===== config.mk =====
export PLATFORM = sky130hd
export DESIGN_NAME = spi_chain_port
export DESIGN_NICKNAME = d
export VERILOG_FILES = /design/src/design/spi_chain_pkg.sv /design/src/design/pin_edge_if.sv /design/src/design/spi_chain_port.sv /design/src/design/pin_sync.sv
export SDC_FILE = /design/constraint.sdc
export NUM_CORES = 1
export LEC_CHECK = 0
export BUFFER_PORTS_ARGS = -buffer_cell sky130_fd_sc_hd__buf_2
export CORE_MARGIN = 8
export CORE_UTILIZATION = 40
export CTS_CLUSTER_SIZE = 25
export DETAILED_ROUTE_END_ITERATION = 10
export GPL_ROUTABILITY_DRIVEN = 0
export PLACE_DENSITY = 0.55
export SETUP_SLACK_MARGIN = 0.3
export SLEW_MARGIN = 20
export SYNTH_ARGS = -nofsm -noshare
export SYNTH_HDL_FRONTEND = slang
export SYNTH_SLANG_ARGS = --single-unit

===== constraint.sdc =====
create_clock -name mclk -period 4.2 [get_ports mclk]
set_input_delay 0.84 -clock mclk [delete_from_list [all_inputs] [get_ports mclk]]
set_output_delay 0.84 -clock mclk [all_outputs]
set_load 0.01 [all_outputs]

===== src/design/spi_chain_pkg.sv =====
/*
 * Shared constants and types for the daisy-chain serial register port.
 * Assumes one system clock (mclk, 25 MHz); link pins are asynchronous to it.
 */
// Operation
// - Sample input on rising edge, MSB first.
// - Ignore clock and data while select high.
// - Output released while select high.
// - Output advances after each falling edge.
// - Select low: plain 16-bit pass-through shifter.
// - Select rise: decode frame, apply write.
// - Frame: address[15:9], read bit 8, data[7:0].
// - Fewer than sixteen bits: frame discarded.
// - Read decoded; reply loaded at next select fall.
// - Second phase may carry a new instruction.
package spi_chain_pkg;

    localparam int FRAME_BITS = 16;
    localparam int ADDR_MSB = 15;
    localparam int ADDR_LSB = 9;
    localparam int DIR_BIT = 8;
    localparam int DATA_MSB = 7;
    localparam int ADDR_W = 7;
    localparam int DATA_W = 8;
    localparam int CNT_W = 5;
    localparam logic [CNT_W-1:0] CNT_FULL = 5'h10;
    localparam logic [15:0] FRAME_NOP = 16'hFFFF;
    localparam logic [7:0] READ_DUMMY = 8'hFF;
    localparam logic [15:0] SHIFT_RST = 16'h0000;
    localparam logic [7:0] REG_RST = 8'h00;
    localparam int NUM_REGS = 128;

    typedef enum logic [1:0] {
        ST_IDLE,
        ST_ACTIVE
    } link_state_t;

endpackage


===== src/design/pin_edge_if.sv =====
/*
 * Carries a synchronised pin level and its edge pulses between modules.
 * Assumes the producer and consumer share mclk.
 */
`timescale 1ns/1ps
interface pin_edge_if;
    logic level;
    logic rise;
    logic fall;
    modport src (output level, output rise, output fall);
    modport dst (input level, input rise, input fall);
endinterface


===== src/design/spi_chain_port.sv =====
/*
 * Daisy-chain serial register port: 16-bit pass-through shifter with
 * frame decode at select rise and a 128 x 8 register array.
 * Assumes sclk, cs_n and sdi are asynchronous pins, slow enough (>= 4 mclk
 * per half period) for the 25 MHz sampling clock to see every edge.
 */
`timescale 1ns/1ps
module spi_chain_port
    import spi_chain_pkg::*;
(
    input wire logic mclk,
    input wire logic rst_n,
    input wire logic sclk,
    input wire logic cs_n,
    input wire logic sdi,
    output logic sdo_o,
    output logic sdo_oe,
    output logic wr_stb,
    output logic [ADDR_W-1:0] wr_addr,
    output logic [DATA_W-1:0] wr_data
);
    // ------------------------------------------------------------
    // Pin synchronisers
    // ------------------------------------------------------------
    pin_edge_if sclk_e ();
    pin_edge_if cs_e ();
    pin_edge_if sdi_e ();

    pin_sync #(.RST_VAL(1'b0)) u_sclk (.mclk(mclk), .rst_n(rst_n), .pin(sclk), .out(sclk_e));
    pin_sync #(.RST_VAL(1'b1)) u_cs (.mclk(mclk), .rst_n(rst_n), .pin(cs_n), .out(cs_e));
    pin_sync #(.RST_VAL(1'b0)) u_sdi (.mclk(mclk), .rst_n(rst_n), .pin(sdi), .out(sdi_e));

    // ------------------------------------------------------------
    // State
    // ------------------------------------------------------------
    typedef struct packed {
        link_state_t state;
        logic [FRAME_BITS-1:0] shreg;
        logic [CNT_W-1:0] cnt;
        logic rd_pend;
        logic [ADDR_W-1:0] rd_addr;
        logic sdo;
        logic oe;
        logic wstb;
        logic [ADDR_W-1:0] waddr;
        logic [DATA_W-1:0] wdata;
    } port_t;

    port_t st_r;
    port_t st_nxt;
    logic [DATA_W-1:0] regs_r [NUM_REGS];
    logic [FRAME_BITS-1:0] shifted;

    // Sampling the data pin alongside the clock keeps their relative timing.
    assign shifted = {st_r.shreg[FRAME_BITS-2:0], sdi_e.level};

    always_comb begin
        st_nxt = st_r;
        st_nxt.wstb = 1'b0;
        unique case (st_r.state)
            ST_IDLE: begin
                st_nxt.oe = 1'b0;
                if (cs_e.fall) begin
                    st_nxt.state = ST_ACTIVE;
                    st_nxt.cnt = '0;
                    st_nxt.oe = 1'b1;
                    if (st_r.rd_pend) begin
                        // Dummy byte leads, then the register content.
                        st_nxt.shreg = {READ_DUMMY, regs_r[st_r.rd_addr]};
                        st_nxt.rd_pend = 1'b0;
                    end
                    st_nxt.sdo = st_nxt.shreg[FRAME_BITS-1];
                end
            end
            ST_ACTIVE: begin
                if (cs_e.rise) begin
                    st_nxt.state = ST_IDLE;
                    st_nxt.oe = 1'b0;
                    if (st_r.cnt >= CNT_FULL && st_r.shreg != FRAME_NOP) begin
                        if (st_r.shreg[DIR_BIT]) begin
                            st_nxt.rd_pend = 1'b1;
                            st_nxt.rd_addr = st_r.shreg[ADDR_MSB:ADDR_LSB];
                        end else begin
                            st_nxt.wstb = 1'b1;
                            st_nxt.waddr = st_r.shreg[ADDR_MSB:ADDR_LSB];
                            st_nxt.wdata = st_r.shreg[DATA_MSB:0];
                        end
                    end
                end else if (sclk_e.rise) begin
                    st_nxt.shreg = shifted;
                    if (st_r.cnt < CNT_FULL) begin
                        st_nxt.cnt = st_r.cnt + 5'h01;
                    end
                end else if (sclk_e.fall) begin
                    st_nxt.sdo = st_r.shreg[FRAME_BITS-1];
                end
            end
            default: begin
                st_nxt.state = ST_IDLE;
            end
        endcase
    end

    always_ff @(posedge mclk or negedge rst_n) begin
        if (!rst_n) begin
            st_r <= '{state: ST_IDLE, shreg: SHIFT_RST, cnt: '0, rd_pend: 1'b0, rd_addr: '0,
                      sdo: 1'b0, oe: 1'b0, wstb: 1'b0, waddr: '0, wdata: REG_RST};
        end else begin
            st_r <= st_nxt;
        end
    end

    // ------------------------------------------------------------
    // Register array
    // ------------------------------------------------------------
    // No reset on the array keeps it a plain memory; contents are undefined until
    // software writes them.
    always_ff @(posedge mclk) begin
        if (st_r.wstb) begin
            regs_r[st_r.waddr] <= st_r.wdata;
        end
    end

    assign sdo_o = st_r.sdo;
    assign sdo_oe = st_r.oe;
    assign wr_stb = st_r.wstb;
    assign wr_addr = st_r.waddr;
    assign wr_data = st_r.wdata;

    // ------------------------------------------------------------
    // Checks
    // ------------------------------------------------------------
    AST_OE_IDLE: assert property (@(posedge mclk) disable iff (!rst_n)
        st_r.state == ST_IDLE && !cs_e.fall |=> !sdo_oe)
        else $error("output enabled while deselected");
    AST_OE_ACTIVE: assert property (@(posedge mclk) disable iff (!rst_n)
        st_r.state == ST_IDLE && cs_e.fall |=> sdo_oe)
        else $error("output not enabled after select fall");
    AST_SHIFT: assert property (@(posedge mclk) disable iff (!rst_n)
        st_r.state == ST_ACTIVE && !cs_e.rise && sclk_e.rise
        |=> st_r.shreg == {$past(st_r.shreg[FRAME_BITS-2:0]), $past(sdi_e.level)})
        else $error("shift register did not take input bit");
    AST_IGNORE: assert property (@(posedge mclk) disable iff (!rst_n)
        st_r.state == ST_IDLE && !cs_e.fall |=> $stable(st_r.shreg))
        else $error("shift register moved while deselected");
    AST_SDO_FALL: assert property (@(posedge mclk) disable iff (!rst_n)
        st_r.state == ST_ACTIVE && !cs_e.rise && !sclk_e.rise && sclk_e.fall
        |=> sdo_o == $past(st_r.shreg[FRAME_BITS-1]))
        else $error("output did not advance after falling edge");
    AST_SHORT: assert property (@(posedge mclk) disable iff (!rst_n)
        st_r.state == ST_ACTIVE && cs_e.rise && st_r.cnt < CNT_FULL
        |=> !wr_stb && $stable(st_r.rd_pend))
        else $error("partial frame acted upon");
    AST_WRITE: assert property (@(posedge mclk) disable iff (!rst_n)
        st_r.state == ST_ACTIVE && cs_e.rise && st_r.cnt == CNT_FULL && !st_r.shreg[DIR_BIT]
        && st_r.shreg != FRAME_NOP |=> wr_stb && wr_data == $past(st_r.shreg[DATA_MSB:0]))
        else $error("full write frame not applied");
    AST_NOP: assert property (@(posedge mclk) disable iff (!rst_n)
        st_r.state == ST_ACTIVE && cs_e.rise && st_r.shreg == FRAME_NOP
        |=> !wr_stb && $stable(st_r.rd_pend))
        else $error("no-operation frame changed state");
    AST_READ: assert property (@(posedge mclk) disable iff (!rst_n)
        st_r.state == ST_IDLE && cs_e.fall && st_r.rd_pend
        |=> st_r.shreg[FRAME_BITS-1:DATA_W] == READ_DUMMY && !st_r.rd_pend)
        else $error("read reply not loaded at select fall");
    AST_READ_DATA: assert property (@(posedge mclk) disable iff (!rst_n)
        st_r.state == ST_IDLE && cs_e.fall && st_r.rd_pend
        |=> st_r.shreg[DATA_MSB:0] == $past(regs_r[st_r.rd_addr]))
        else $error("read reply does not carry register content");
    AST_OE_DROP: assert property (@(posedge mclk) disable iff (!rst_n)
        st_r.state == ST_ACTIVE && cs_e.rise |=> !sdo_oe)
        else $error("output still enabled after select rise");
    AST_CNT_SAT: assert property (@(posedge mclk) disable iff (!rst_n)
        st_r.cnt <= CNT_FULL)
        else $error("bit counter ran past a full frame");
endmodule // spi_chain_port


===== src/design/pin_sync.sv =====
/*
 * Two-flop synchroniser with edge detection on the synchronised level.
 * Assumes the input pin is asynchronous to mclk.
 */
`timescale 1ns/1ps
module pin_sync #(
    parameter logic RST_VAL = 1'b0
) (
    input wire logic mclk,
    input wire logic rst_n,
    input wire logic pin,
    pin_edge_if.src out
);
    typedef struct packed {
        logic s1;
        logic s2;
        logic s3;
    } sync_t;

    sync_t st_r;
    sync_t st_nxt;

    always_comb begin
        st_nxt = st_r;
        st_nxt.s1 = pin;
        st_nxt.s2 = st_r.s1;
        st_nxt.s3 = st_r.s2;
    end

    always_ff @(posedge mclk or negedge rst_n) begin
        if (!rst_n) begin
            st_r <= {RST_VAL, RST_VAL, RST_VAL};
        end else begin
            st_r <= st_nxt;
        end
    end

    // The first flop feeds only the second; edges come from later stages.
    assign out.level = st_r.s2;
    assign out.rise = st_r.s2 & ~st_r.s3;
    assign out.fall = ~st_r.s2 & st_r.s3;
endmodule // pin_sync


**After elaboration in Yosys (flattened, before gate mapping)**

Memory sizes are Yosys's and may differ from the RTL's.
Index checks and enable logic that the tools add are counted.

- Bits of input ports: 5
- Word-level logic and storage cells: 78
- Output and inout bits: 18
- Memories: 1
- Flip-flop bits (word level): 57
- Memory bits (read-only): 0
- Bits in writable memories: 1024
- Latch bits: 0

- Bitwise gates (word level): 9
- Shifts and indexed selects: 0
- Reductions and logical operators: 12
- Divide/modulo/power cells: 0
- Muxes and demuxes: 22
- $lt $le $gt $ge: 2
- Multiply operators: 0
- Add/sub/neg operators: 1
- Eq/ne operators: 12

Memories:

| memory | depth | bits a word | rd ports | clocked after memory_dff | write ports | line | source |
|---|---|---|---|---|---|---|---|
| regs_r | 128 | 8 | 1 | 0 | 1 | spi_chain_port.sv:51 | `logic [DATA_W-1:0] regs_r [NUM_REGS];` |

Operators by type and width:

| operator | number |
|---|---|
| 16-bit two-way mux | 4 |
| 22-bit case mux with 2 select lines | 1 |
| 21-bit two-way mux | 2 |
| 24-bit two-way mux | 1 |
| 8-bit two-way mux | 3 |
| 2-bit inequality test (second input constant) | 10 |
| 5-bit AND reduction | 4 |
| 17-bit two-way mux | 1 |
| 16-bit inequality test (second input constant) | 1 |
| 4-bit AND reduction | 3 |
| 2-bit case mux with 2 select lines | 2 |
| 5-bit by 1-bit adder with 5-bit output (second input constant) | 1 |
| 5-bit >= comparator (second input constant) | 1 |
| 5-bit less-than comparator (second input constant) | 1 |
| 1-bit two-way mux | 5 |
| 5-bit two-way mux | 1 |
| 1-bit NOT | 5 |
| 1-bit AND | 4 |
| 2-bit two-way mux | 2 |
| 2-bit AND reduction | 2 |
| 2-bit by 1-bit equality test with 1-bit output (second input constant) | 1 |
| 2-bit zero test | 1 |
| 2-bit nonzero test | 1 |
| 1-bit logical AND | 1 |

**Depth between registers and ports, before layout**

Gate-level depths: netlist (run 1).

- Depth after elaboration: 6
- Depth in mapped cells: 11

**Cells and area by module**

From an unflattened synthesis (run 1), not the netlist that was laid out.

- Cell total of the unflattened synthesis: 2286
- Area, all modules: 42749.8 um2

Modules (own cells, without submodules):

| module | instances | area each (um2) | cells each |
|---|---|---|---|
| spi_chain_port | 1 | 42475.7 | 2271 |
| pin_sync (u_sclk ...) | 2 | 90.1 | 5 |
| pin_sync (u_cs) | 1 | 93.8 | 5 |

**Worst setup path before layout (run 1)**

OpenSTA, ideal clock, no wires.

- Kind: reg2out
- Start: reg st_r (netlist bit wr_data[0])
- End: out wr_data[0]
- Arrival time: 2077 ps
- Path slack: 1283 ps
- Path buffers: 1
- Stages on the path, launching flop included: 2
- Cells stage by stage: dfrtp_1 buf_4

RTL lines:

| what | line | source |
|---|---|---|
| from (decl) | spi_chain_port.sv:49 | `port_t st_r;` |
| from (signal assigned) | spi_chain_port.sv:106 | `st_r <= '{state: ST_IDLE, shreg: SHIFT_RST, cnt: '0, rd_pend: 1'b0, rd_addr: '0,` |
| from (signal assigned) | spi_chain_port.sv:109 | `st_r <= st_nxt;` |
| to (decl) | spi_chain_port.sv:20 | `output logic [DATA_W-1:0] wr_data` |

No word-level cell between the ends.

**Worst setup path in the final report (run 1)**

- Start: reg st_r[20] (netlist bit)
- End: reg st_r (netlist bit shifted[8])

- Cells in the longest elaborated chain, start to end: 4

RTL lines:

| what | line | source |
|---|---|---|
| memory 128 x 8 bit | -- |  |
| 16-bit two-way mux | spi_chain_port.sv:67 | `if (st_r.rd_pend) begin` |
| 24-bit two-way mux | spi_chain_port.sv:63 | `if (cs_e.fall) begin` |
| 22-bit case mux with 2 select lines | spi_chain_port.sv:60 | `unique case (st_r.state)` |

Every way passes these cells. The select of a mux whose other input is x is not followed.
A chain may end at the register's enable or synchronous reset.

==> flow_summary.toml, run 1 <==
[logic_synthesis]
synth_async_sr_flop_share_pct = 5.185
syn_area_per_cell_sq_um = 19.22
syn_area_sq_mm = 0.04274
ys_seq_area_share_pct = 75.24
synth-seq-cells = 1080
synth_nets = 2230
yosys_warnings = 0
synth_edf_count = 1024
ys_types = 71
synthCells = 2223
synth_top_flop_cell = "edfxtp_1"

[place]
io_buffer_count = 22
dpl.hpwl_mm = 74.32
place_inst = 3616

[die]
design.die.area_sq_mm = 0.1176
dieHeight_um = 342.9
coreArea_sq_mm = 0.1065
die_w_um = 342.9
start_util_pct = 40.15
rows = 120
io_pins = 23

[global_route]
grt_pass1_vias = 22256
busiest_layer = "met2"
use_met3_pct = 3.931
antenna_found_initial = 6
grt.total_usage_pct = 19.45
grt_first_pass_wirelength_mm = 164.9
use_met1_pct = 26.67
grt_max_degree = 90
grt_overflow = 0
gr-usage-met2_pct = 31.59

[power]
power.total_mw = 21.84
irDropWorstVdd_v = 0.0003487
p_leak_nw = 12.23
cellPowerDensity_mw_per_mm2 = 452.6

[clock_network]
cts_tree = "yes"
clk_latency_ns = 0.70
holdBufCountCts = 0
path_clk_slew_ns = 0.07
cts_sinks = 1080
ctsResizeCount = 0
post-cts-setup-buffers = 0
htreeDepth = 3
cts_buffers = 109
cts_root_buffer = "clkbuf_16"
cts_buffer_depth = 3

[drt]
ant_nets = 0
drc = 0
drtPass1Iterations = 5
num_vias = 22106
wl_mm = 115.5
drt_iter0_drc = 2362
vias_per_cell = 5.785
wl_per_cell_um = 30.23

[setup_path]
cp_max_fo = 27
arrival_ns = 4.23
path_class = "reg2reg"
required_ns = 4.80
reg2reg_slack_ns = 0.57
crit_top_cell = "o221ai_1"
cp_cell_sequence = "nand2b_2 -> buf_4 -> o221ai_1 -> nor3_1 -> nor4_1 -> nand4_1 -> o221ai_1"
crit_path_start_kind = "register"
critPathCaptureType = "register"
critPathSlowestCell = "dfrtp_2"
max_stage_delay_ns = 0.85

[sta]
skew_ns = 0.02932
hold_viol_final = 0
fin_crit_ns = 3.627
tightest_slew_ns = 1.048
timing.setup.tns_ns = 0
slew_headroom_pct = 29.62
setup_viol = 0
rsz0062_at_grt = "no"
fin_crit_sh_pct = 86.36
max_freq_mhz = 275.7
maxSlewViolCount = 0

[final_layout]
final_cells = 3821
final_common_cell = "edfxtp_1"
n_antenna_cell = 0
mostFrequentLayoutCells = "edfxtp_1 (1024), mux2i_1 (177), nor2_1 (159)"
nets = 2332
drive_gt1_share_pct = 20.64
area.growth.synth_to_final_pct = 12.89
nFillCells = 8917

[hold_path]
hold_path_class = "in2async"

[run]
maxCapViolCount = 0

[run_status]
status = "finished clean"
state kept, by name, summed over array words and instances (netlist names):
signal,flops
regs_r,1024
shifted,15
st_r,15
wr_data,8
wr_addr,7
sdo_o,1
sdo_oe,1
u_cs.out.level,1
u_cs.st_nxt,1
u_cs.st_r,1
u_sclk.out.level,1
u_sclk.st_nxt,1
u_sclk.st_r,1
u_sdi.out.level,1
u_sdi.st_nxt,1
wr_stb,1
layout make-up:
cell class                      count  area (sq um)  share of cell area, %
Timing Repair Buffer              126          1049                  2.173
Multi-Input combinational cell    998          9568                  19.83
Clock buffer                      137          2958                  6.131
Clock inverter                     67         684.4                  1.419
Tap cell                         1403          1755                  3.638
Sequential cell                  1080         32190                  66.73
Inverter                           10         37.54                0.07780
final timing paths:
check / startpoint / endpoint / cells after the start
max: st_r[20] / shifted[8] / 7
min: rst_n / u_sdi.st_nxt[1] / 1
max reg2reg: st_r[20] / shifted[8] / 7
min reg2reg: u_sdi.st_nxt[1] / u_sdi.out.level / 0
max in group asynchronous: rst_n / wr_data[2] / 2
min in group mclk: cs_n / u_cs.st_nxt[1] / 1
per-layer routing:
layer | share of wire, % | vias to the layer above | routed length, um
met2 | 47 | 932 | 54830
met5 | 0.054 | - | 62
met4 | 2.9 | 8 | 3382
li1 | - | 9323 | -
met1 | 42 | 11631 | 48220
met3 | 7.8 | 212 | 9002
worst max-delay path, delay by kind of cell, from the launching register on:
kind                   cells  cell delay, ns
AOI/OAI and AO/OA          2            0.73
buffers and inverters      1            0.33
and+or+nand+nor            4            1.60
DFF                        1            0.85
logic make-up (layout without fill, tap and decap cells):
group	Yosys count	after routing	share of synthesized area (%)
flip-flops	1080	1080	75.24
AND/OR/NAND/NOR	371	371	4.122
multiplexers	369	369	13.89
AO/OA/AOI/OAI	254	254	4.163
buffers and inverters	145	340	2.489
adder cells (fa/ha/maj)	2	2	0.05855
XOR/XNOR	2	2	0.04100
per-stage QoR:
step	area, sq um	utilization (%)	hold WS, ns	setup slack [ns]
floorplan	42740	-	0.3312	1.283
global placement	44570	41.87	0.3371	0.4335
detailed placement	44570	41.87	0.3458	0.5053
CTS	48210	45.29	0.08455	0.4908
global route	48250	45.32	0.1112	0.4678
finish	48250	45.32	0.1168	0.5730
power breakdown:
part	switching [mW]	internal, mW	total [mW]	leakage (nW)
combinational	0.0925	0.0757	0.168	2.71
clock	4.09	5.78	9.87	1.78
sequential	0.112	11.7	11.8	7.74
cell usage after synthesis (all sizes together) (8+ instances only):
master	instances	area, sq um
a2111oi	10	95.09
a211oi	24	180.2
a21oi	28	140.1
a22oi	36	270.3
buf	99	880.8
clkbuf	36	145.1
dfrtp	53	1326
edfxtp	1024	30750
inv	10	37.53
mux2	22	247.7
mux2i	177	1772
mux4	170	3915
nand2	57	214.0
nand2b	10	62.56
nand3	27	140.1
nand4	20	125.1
nor2	159	596.8
nor2b	16	100.1
nor3	35	175.2
nor4	11	81.32
o21ai	35	175.2
o221ai	22	192.7
o22a	10	87.58
o22ai	47	300.3
or3	8	50.05
No activity file was read; power rests on OpenSTA's default activity.
==> run 2, diff against run 1 <==
--- a/config.mk
+++ b/config.mk
@@ -6,12 +6,14 @@
 export NUM_CORES = 1
 export LEC_CHECK = 0
 export BUFFER_PORTS_ARGS = -buffer_cell sky130_fd_sc_hd__buf_2
+export CELL_PAD_IN_SITES_DETAIL_PLACEMENT = 1
+export CELL_PAD_IN_SITES_GLOBAL_PLACEMENT = 1
 export CORE_MARGIN = 8
 export CORE_UTILIZATION = 40
 export CTS_CLUSTER_SIZE = 25
 export DETAILED_ROUTE_END_ITERATION = 10
 export GPL_ROUTABILITY_DRIVEN = 0
-export PLACE_DENSITY = 0.55
+export PLACE_DENSITY = 0.61
 export SETUP_SLACK_MARGIN = 0.3
 export SLEW_MARGIN = 20
 export SYNTH_ARGS = -nofsm -noshare
==> flow_summary.toml, run 2 (same netlist as run 1, synthesis figures left out) <==
[drt]
drc = 0
num_vias = 22405
wl_mm = 122.5
drt_iter0_drc = 2197
vias_per_cell = 5.832
wl_per_cell_um = 31.88
ant_nets = 0
drtPass1Iterations = 5

[global_route]
gr-usage-met2_pct = 33.67
busiest_layer = "met2"
grt_first_pass_wirelength_mm = 174.6
grt_max_degree = 122
grt.total_usage_pct = 20.62
grt_pass1_vias = 23454
grt_overflow = 0
use_met1_pct = 28.11
antenna_found_initial = 1
use_met3_pct = 3.716

[die]
io_pins = 23
start_util_pct = 40.15
design.die.area_sq_mm = 0.1176
coreArea_sq_mm = 0.1065
dieHeight_um = 342.9
rows = 120
die_w_um = 342.9

[setup_path]
required_ns = 4.79
cp_max_fo = 52
reg2reg_slack_ns = 0.39
path_class = "reg2reg"
critPathCaptureType = "register"
crit_path_start_kind = "register"
arrival_ns = 4.40

[run]
maxCapViolCount = 0

[power]
irDropWorstVdd_v = 0.0003495
p_leak_nw = 12.32
cellPowerDensity_mw_per_mm2 = 455.4

[sta]
skew_ns = 0.02950
setup_viol = 0
fin_crit_ns = 3.808
timing.setup.tns_ns = 0
max_freq_mhz = 262.6
slew_headroom_pct = 28.36
maxSlewViolCount = 0
fin_crit_sh_pct = 90.66
hold_viol_final = 0
rsz0062_at_grt = "no"
tightest_slew_ns = 1.065

[hold_path]
hold_path_class = "in2reg"

[clock_network]
cts_buffers = 112
cts_sinks = 1080
cts_tree = "yes"
cts_root_buffer = "clkbuf_16"
path_clk_slew_ns = 0.06
holdBufCountCts = 0
post-cts-setup-buffers = 0
ctsResizeCount = 0
clk_latency_ns = 0.70
cts_buffer_depth = 3
htreeDepth = 3

[place]
placed_area_sq_mm = 0.04467
io_buffer_count = 22
dpl.hpwl_mm = 77.91

[final_layout]
n_antenna_cell = 0
final_cell_area_sq_mm = 0.04839
largest_reg_flops = 1024
final_common_cell = "edfxtp_1"
nets = 2348
final_util_pct = 45.45
drive_gt1_share_pct = 20.71
regMostFlops = "regs_r"
mostFrequentLayoutCells = "edfxtp_1 (1024), mux2i_1 (177), nor2_1 (158)"
area.growth.synth_to_final_pct = 13.22

[run_status]
status = "finished clean"
[run 2: cell count changes in the layout (fill, tap and decap cells not counted), sizes merged]
cell	previous run	this run
clkinvlp	6	3
clkbuf	137	138
bufinv	13	14
clkinv	43	51
buf	126	139
inv	15	16
[run 2: metal layers]
layer	vias to the layer above	wire, um
met1	12043	51700
met3	220	7793
met2	808	58720
met5	-	16
met4	2	4239
li1	9332	-
[run 2: layout make-up]
cell class,count,area [sq um]
Multi-Input combinational cell,998,9577
Inverter,10,37.54
Fill cell,9857,58060
Clock inverter,74,723.2
Clock buffer,138,2974
Timing Repair Buffer,139,1126
Tap cell,1403,1755
Sequential cell,1080,32190
[run 2: report_power, final]
part	total, mW	switching (mW)	internal [mW]
clock network	10.0	4.16	5.87
registers	11.8	0.137	11.7
logic	0.172	0.0949	0.0771
[run 2: critical path, stage by stage (launching register included)]
cell and delay [ns]:
dfrtp_4 0.93, buf_12 0.43, mux2i_1 0.16, o22ai_1 0.38, nor3_1 0.11, nor4_1 0.88
nand4_1 0.45, o31ai_2 0.29
[run 2: final timing paths]
path,startpoint,to,cells after the start
max reg2reg,st_r[18],shifted[4],7
max,st_r[18],shifted[4],7
min in group asynchronous,rst_n,sdo_o,1
min,cs_n,u_cs.st_nxt[1],1
max in group asynchronous,rst_n,st_r[18],1
min reg2reg,u_sclk.st_nxt[1],u_sclk.out.level,0
[run 2: stage by stage]
| step | std cells | setup slack, ns | hold slack (ns) | power [mW] |
|---|---|---|---|---|
| 3_3_place_gp | 3630 | 0.4855 | 0.3368 | 12.19 |
| 5_1_grt | 3842 | 0.3406 | 0.2220 | 22.56 |
| 6_report | 3842 | 0.3924 | 0.2439 | 22.03 |
| 4_1_cts | 3842 | 0.4312 | 0.2079 | 22.19 |
| 3_5_place_dp | 3630 | 0.4790 | 0.3451 | 12.21 |
| 2_1_floorplan | 2223 | 1.283 | 0.3312 | 12.09 |
==> run 3, diff against run 2 <==
--- a/config.mk
+++ b/config.mk
@@ -14,6 +14,7 @@
 export DETAILED_ROUTE_END_ITERATION = 10
 export GPL_ROUTABILITY_DRIVEN = 0
 export PLACE_DENSITY = 0.61
+export REMOVE_ABC_BUFFERS = 1
 export SETUP_SLACK_MARGIN = 0.3
 export SLEW_MARGIN = 20
 export SYNTH_ARGS = -nofsm -noshare
==> flow_summary.toml, run 3 (same netlist as run 1, synthesis figures left out) <==
[run_status]
status = "finished clean"

[clock_network]
cts_sinks = 1080
clk_latency_ns = 0.71
cts_tree = "yes"
htreeDepth = 3
ctsResizeCount = 0
path_clk_slew_ns = 0.06
cts_buffer_depth = 3
cts_buffers = 111
cts_root_buffer = "clkbuf_16"
holdBufCountCts = 0
post-cts-setup-buffers = 0

[power]
p_clk_share_pct = 44.2
p_sw_share_pct = 20.40
irDropWorstVdd_v = 0.0003957
power.net_switching_mw = 4.376
internal_power_mw = 17.07
cellPowerDensity_mw_per_mm2 = 445.0
seq_power_share_pct = 55.0
combPwrFrac_pct = 0.8
p_leak_nw = 12.28
power.total_mw = 21.45

[sta]
fin_crit_sh_pct = 81.68
setup_viol = 0
tightest_slew_ns = 1.059
timing.setup.tns_ns = 0
hold_viol_final = 0
rsz0062_at_grt = "no"
slew_headroom_pct = 29.13
maxSlewViolCount = 0
fin_crit_ns = 3.431
skew_ns = 0.04780
max_freq_mhz = 291.5
whs_ns = 0.1315

[setup_path]
critPathSlowestCell = "dfrtp_4"
max_stage_delay_ns = 0.81
critPathCaptureType = "register"
cp_cell_sequence = "buf_4 -> mux4_2 -> a2111oi_0 -> buf_4 -> nor3_1 -> nand4_1 -> o21ai_1"
cp_num_buf_inv = 2
path_class = "reg2reg"
crit_top_cell = "buf_4"
crit_family = "compound AO/OA/AOI/OAI gates"
cp_max_fo = 27
required_ns = 4.77
arrival_ns = 4.00
crit_path_start_kind = "register"

[final_layout]
final_cells = 3853
final_common_cell = "edfxtp_1"
regMostFlops = "regs_r"
nFillCells = 9912
largest_reg_flops = 1024
area.growth.synth_to_final_pct = 12.79
final_cell_area_sq_mm = 0.04820
drive_gt1_share_pct = 20.70
mostFrequentLayoutCells = "edfxtp_1 (1024), mux2i_1 (177), nor2_1 (159)"
nets = 2363

[place]
place_inst = 3644
placed_area_sq_mm = 0.04470
dpl.hpwl_mm = 78.42
io_buffer_count = 22

[die]
dieHeight_um = 342.9
start_util_pct = 40.15
coreArea_sq_mm = 0.1065
io_pins = 23
rows = 120
die_w_um = 342.9
design.die.area_sq_mm = 0.1176

[hold_path]
hold_path_class = "in2async"

[global_route]
grt_pass1_vias = 23304
grt_overflow = 0
antenna_found_initial = 3
grt_first_pass_wirelength_mm = 173.2
grt_max_degree = 94
grt.total_usage_pct = 20.34

[drt]
num_vias = 22513
drc = 0
wl_mm = 121.0
wl_per_cell_um = 31.41
drtPass1Iterations = 5
ant_nets = 0
vias_per_cell = 5.843
drt_iter0_drc = 2218

[run]
maxCapViolCount = 0
-- run 3: cell count changes in the layout (fill, tap and decap cells not counted), moves of 2 or more --
cell        previous run  this run
clkinv_4               3         1
nor3_2                 0         2
inv_6                  6         2
clkbuf_1              22        32
clkinv_1              31        28
clkinv_2              17        19
buf_4                106       126
bufinv_16             14         7
clkbuf_16            115       111
clkinv_16              0         2
buf_12                11         4
clkinvlp_4             3         1
inv_16                 0         2
nor3_1                35        33
-- run 3: final cells by class --
type	count	area [sq um]	share of cell area, %
Inverter	10	37.54	0.07787
Tap cell	1403	1755	3.642
Clock buffer	143	2898	6.012
Sequential cell	1080	32190	66.79
Clock inverter	63	560.5	1.163
Timing Repair Buffer	155	1185	2.458
Antenna cell	1	2.502	0.005192
Multi-Input combinational cell	998	9568	19.85
-- run 3: path summary, 6_finish.rpt --
check,start,to,slack (ns),cells past startpoint
worst max-delay path,st_r[18],shifted[7],0.77,7
min in group mclk,cs_n,u_cs.st_nxt[1],0.25,1
worst min register to register,u_sdi.st_nxt[1],u_sdi.out.level,0.38,0
worst max register to register,st_r[18],shifted[7],0.77,7
worst min-delay path,rst_n,wr_data[3],0.13,1
max in group asynchronous,rst_n,u_cs.st_nxt[1],3.25,2
-- run 3: power by group through the flow --
stage	clock network (mW)	registers [mW]	logic, mW
after global placement	0	12.0	0.160
after global routing	10.0	11.8	0.189
after floorplan	0	12.0	0.106
final	9.47	11.8	0.168
after detailed placement	0	12.0	0.168
after CTS	9.66	11.8	0.168
-- run 3: layer usage --
metal	vias to the layer above	track usage [%]	part of all wire, %
li1	9397	-	-
met4	2	7.062	3.6
met3	210	3.931	7.0
met2	781	31.76	46
met1	12123	28.62	43
met5	-	0	0.011
-- run 3: per-stage QoR --
step / worst slack, ns / util (%)
CTS: 0.8038 / 45.24
floorplan: -7.620 / -
global route: 0.6915 / 45.28
global placement: 0.5199 / 41.98
finish: 0.7695 / 45.28
detailed placement: 0.8374 / 41.99
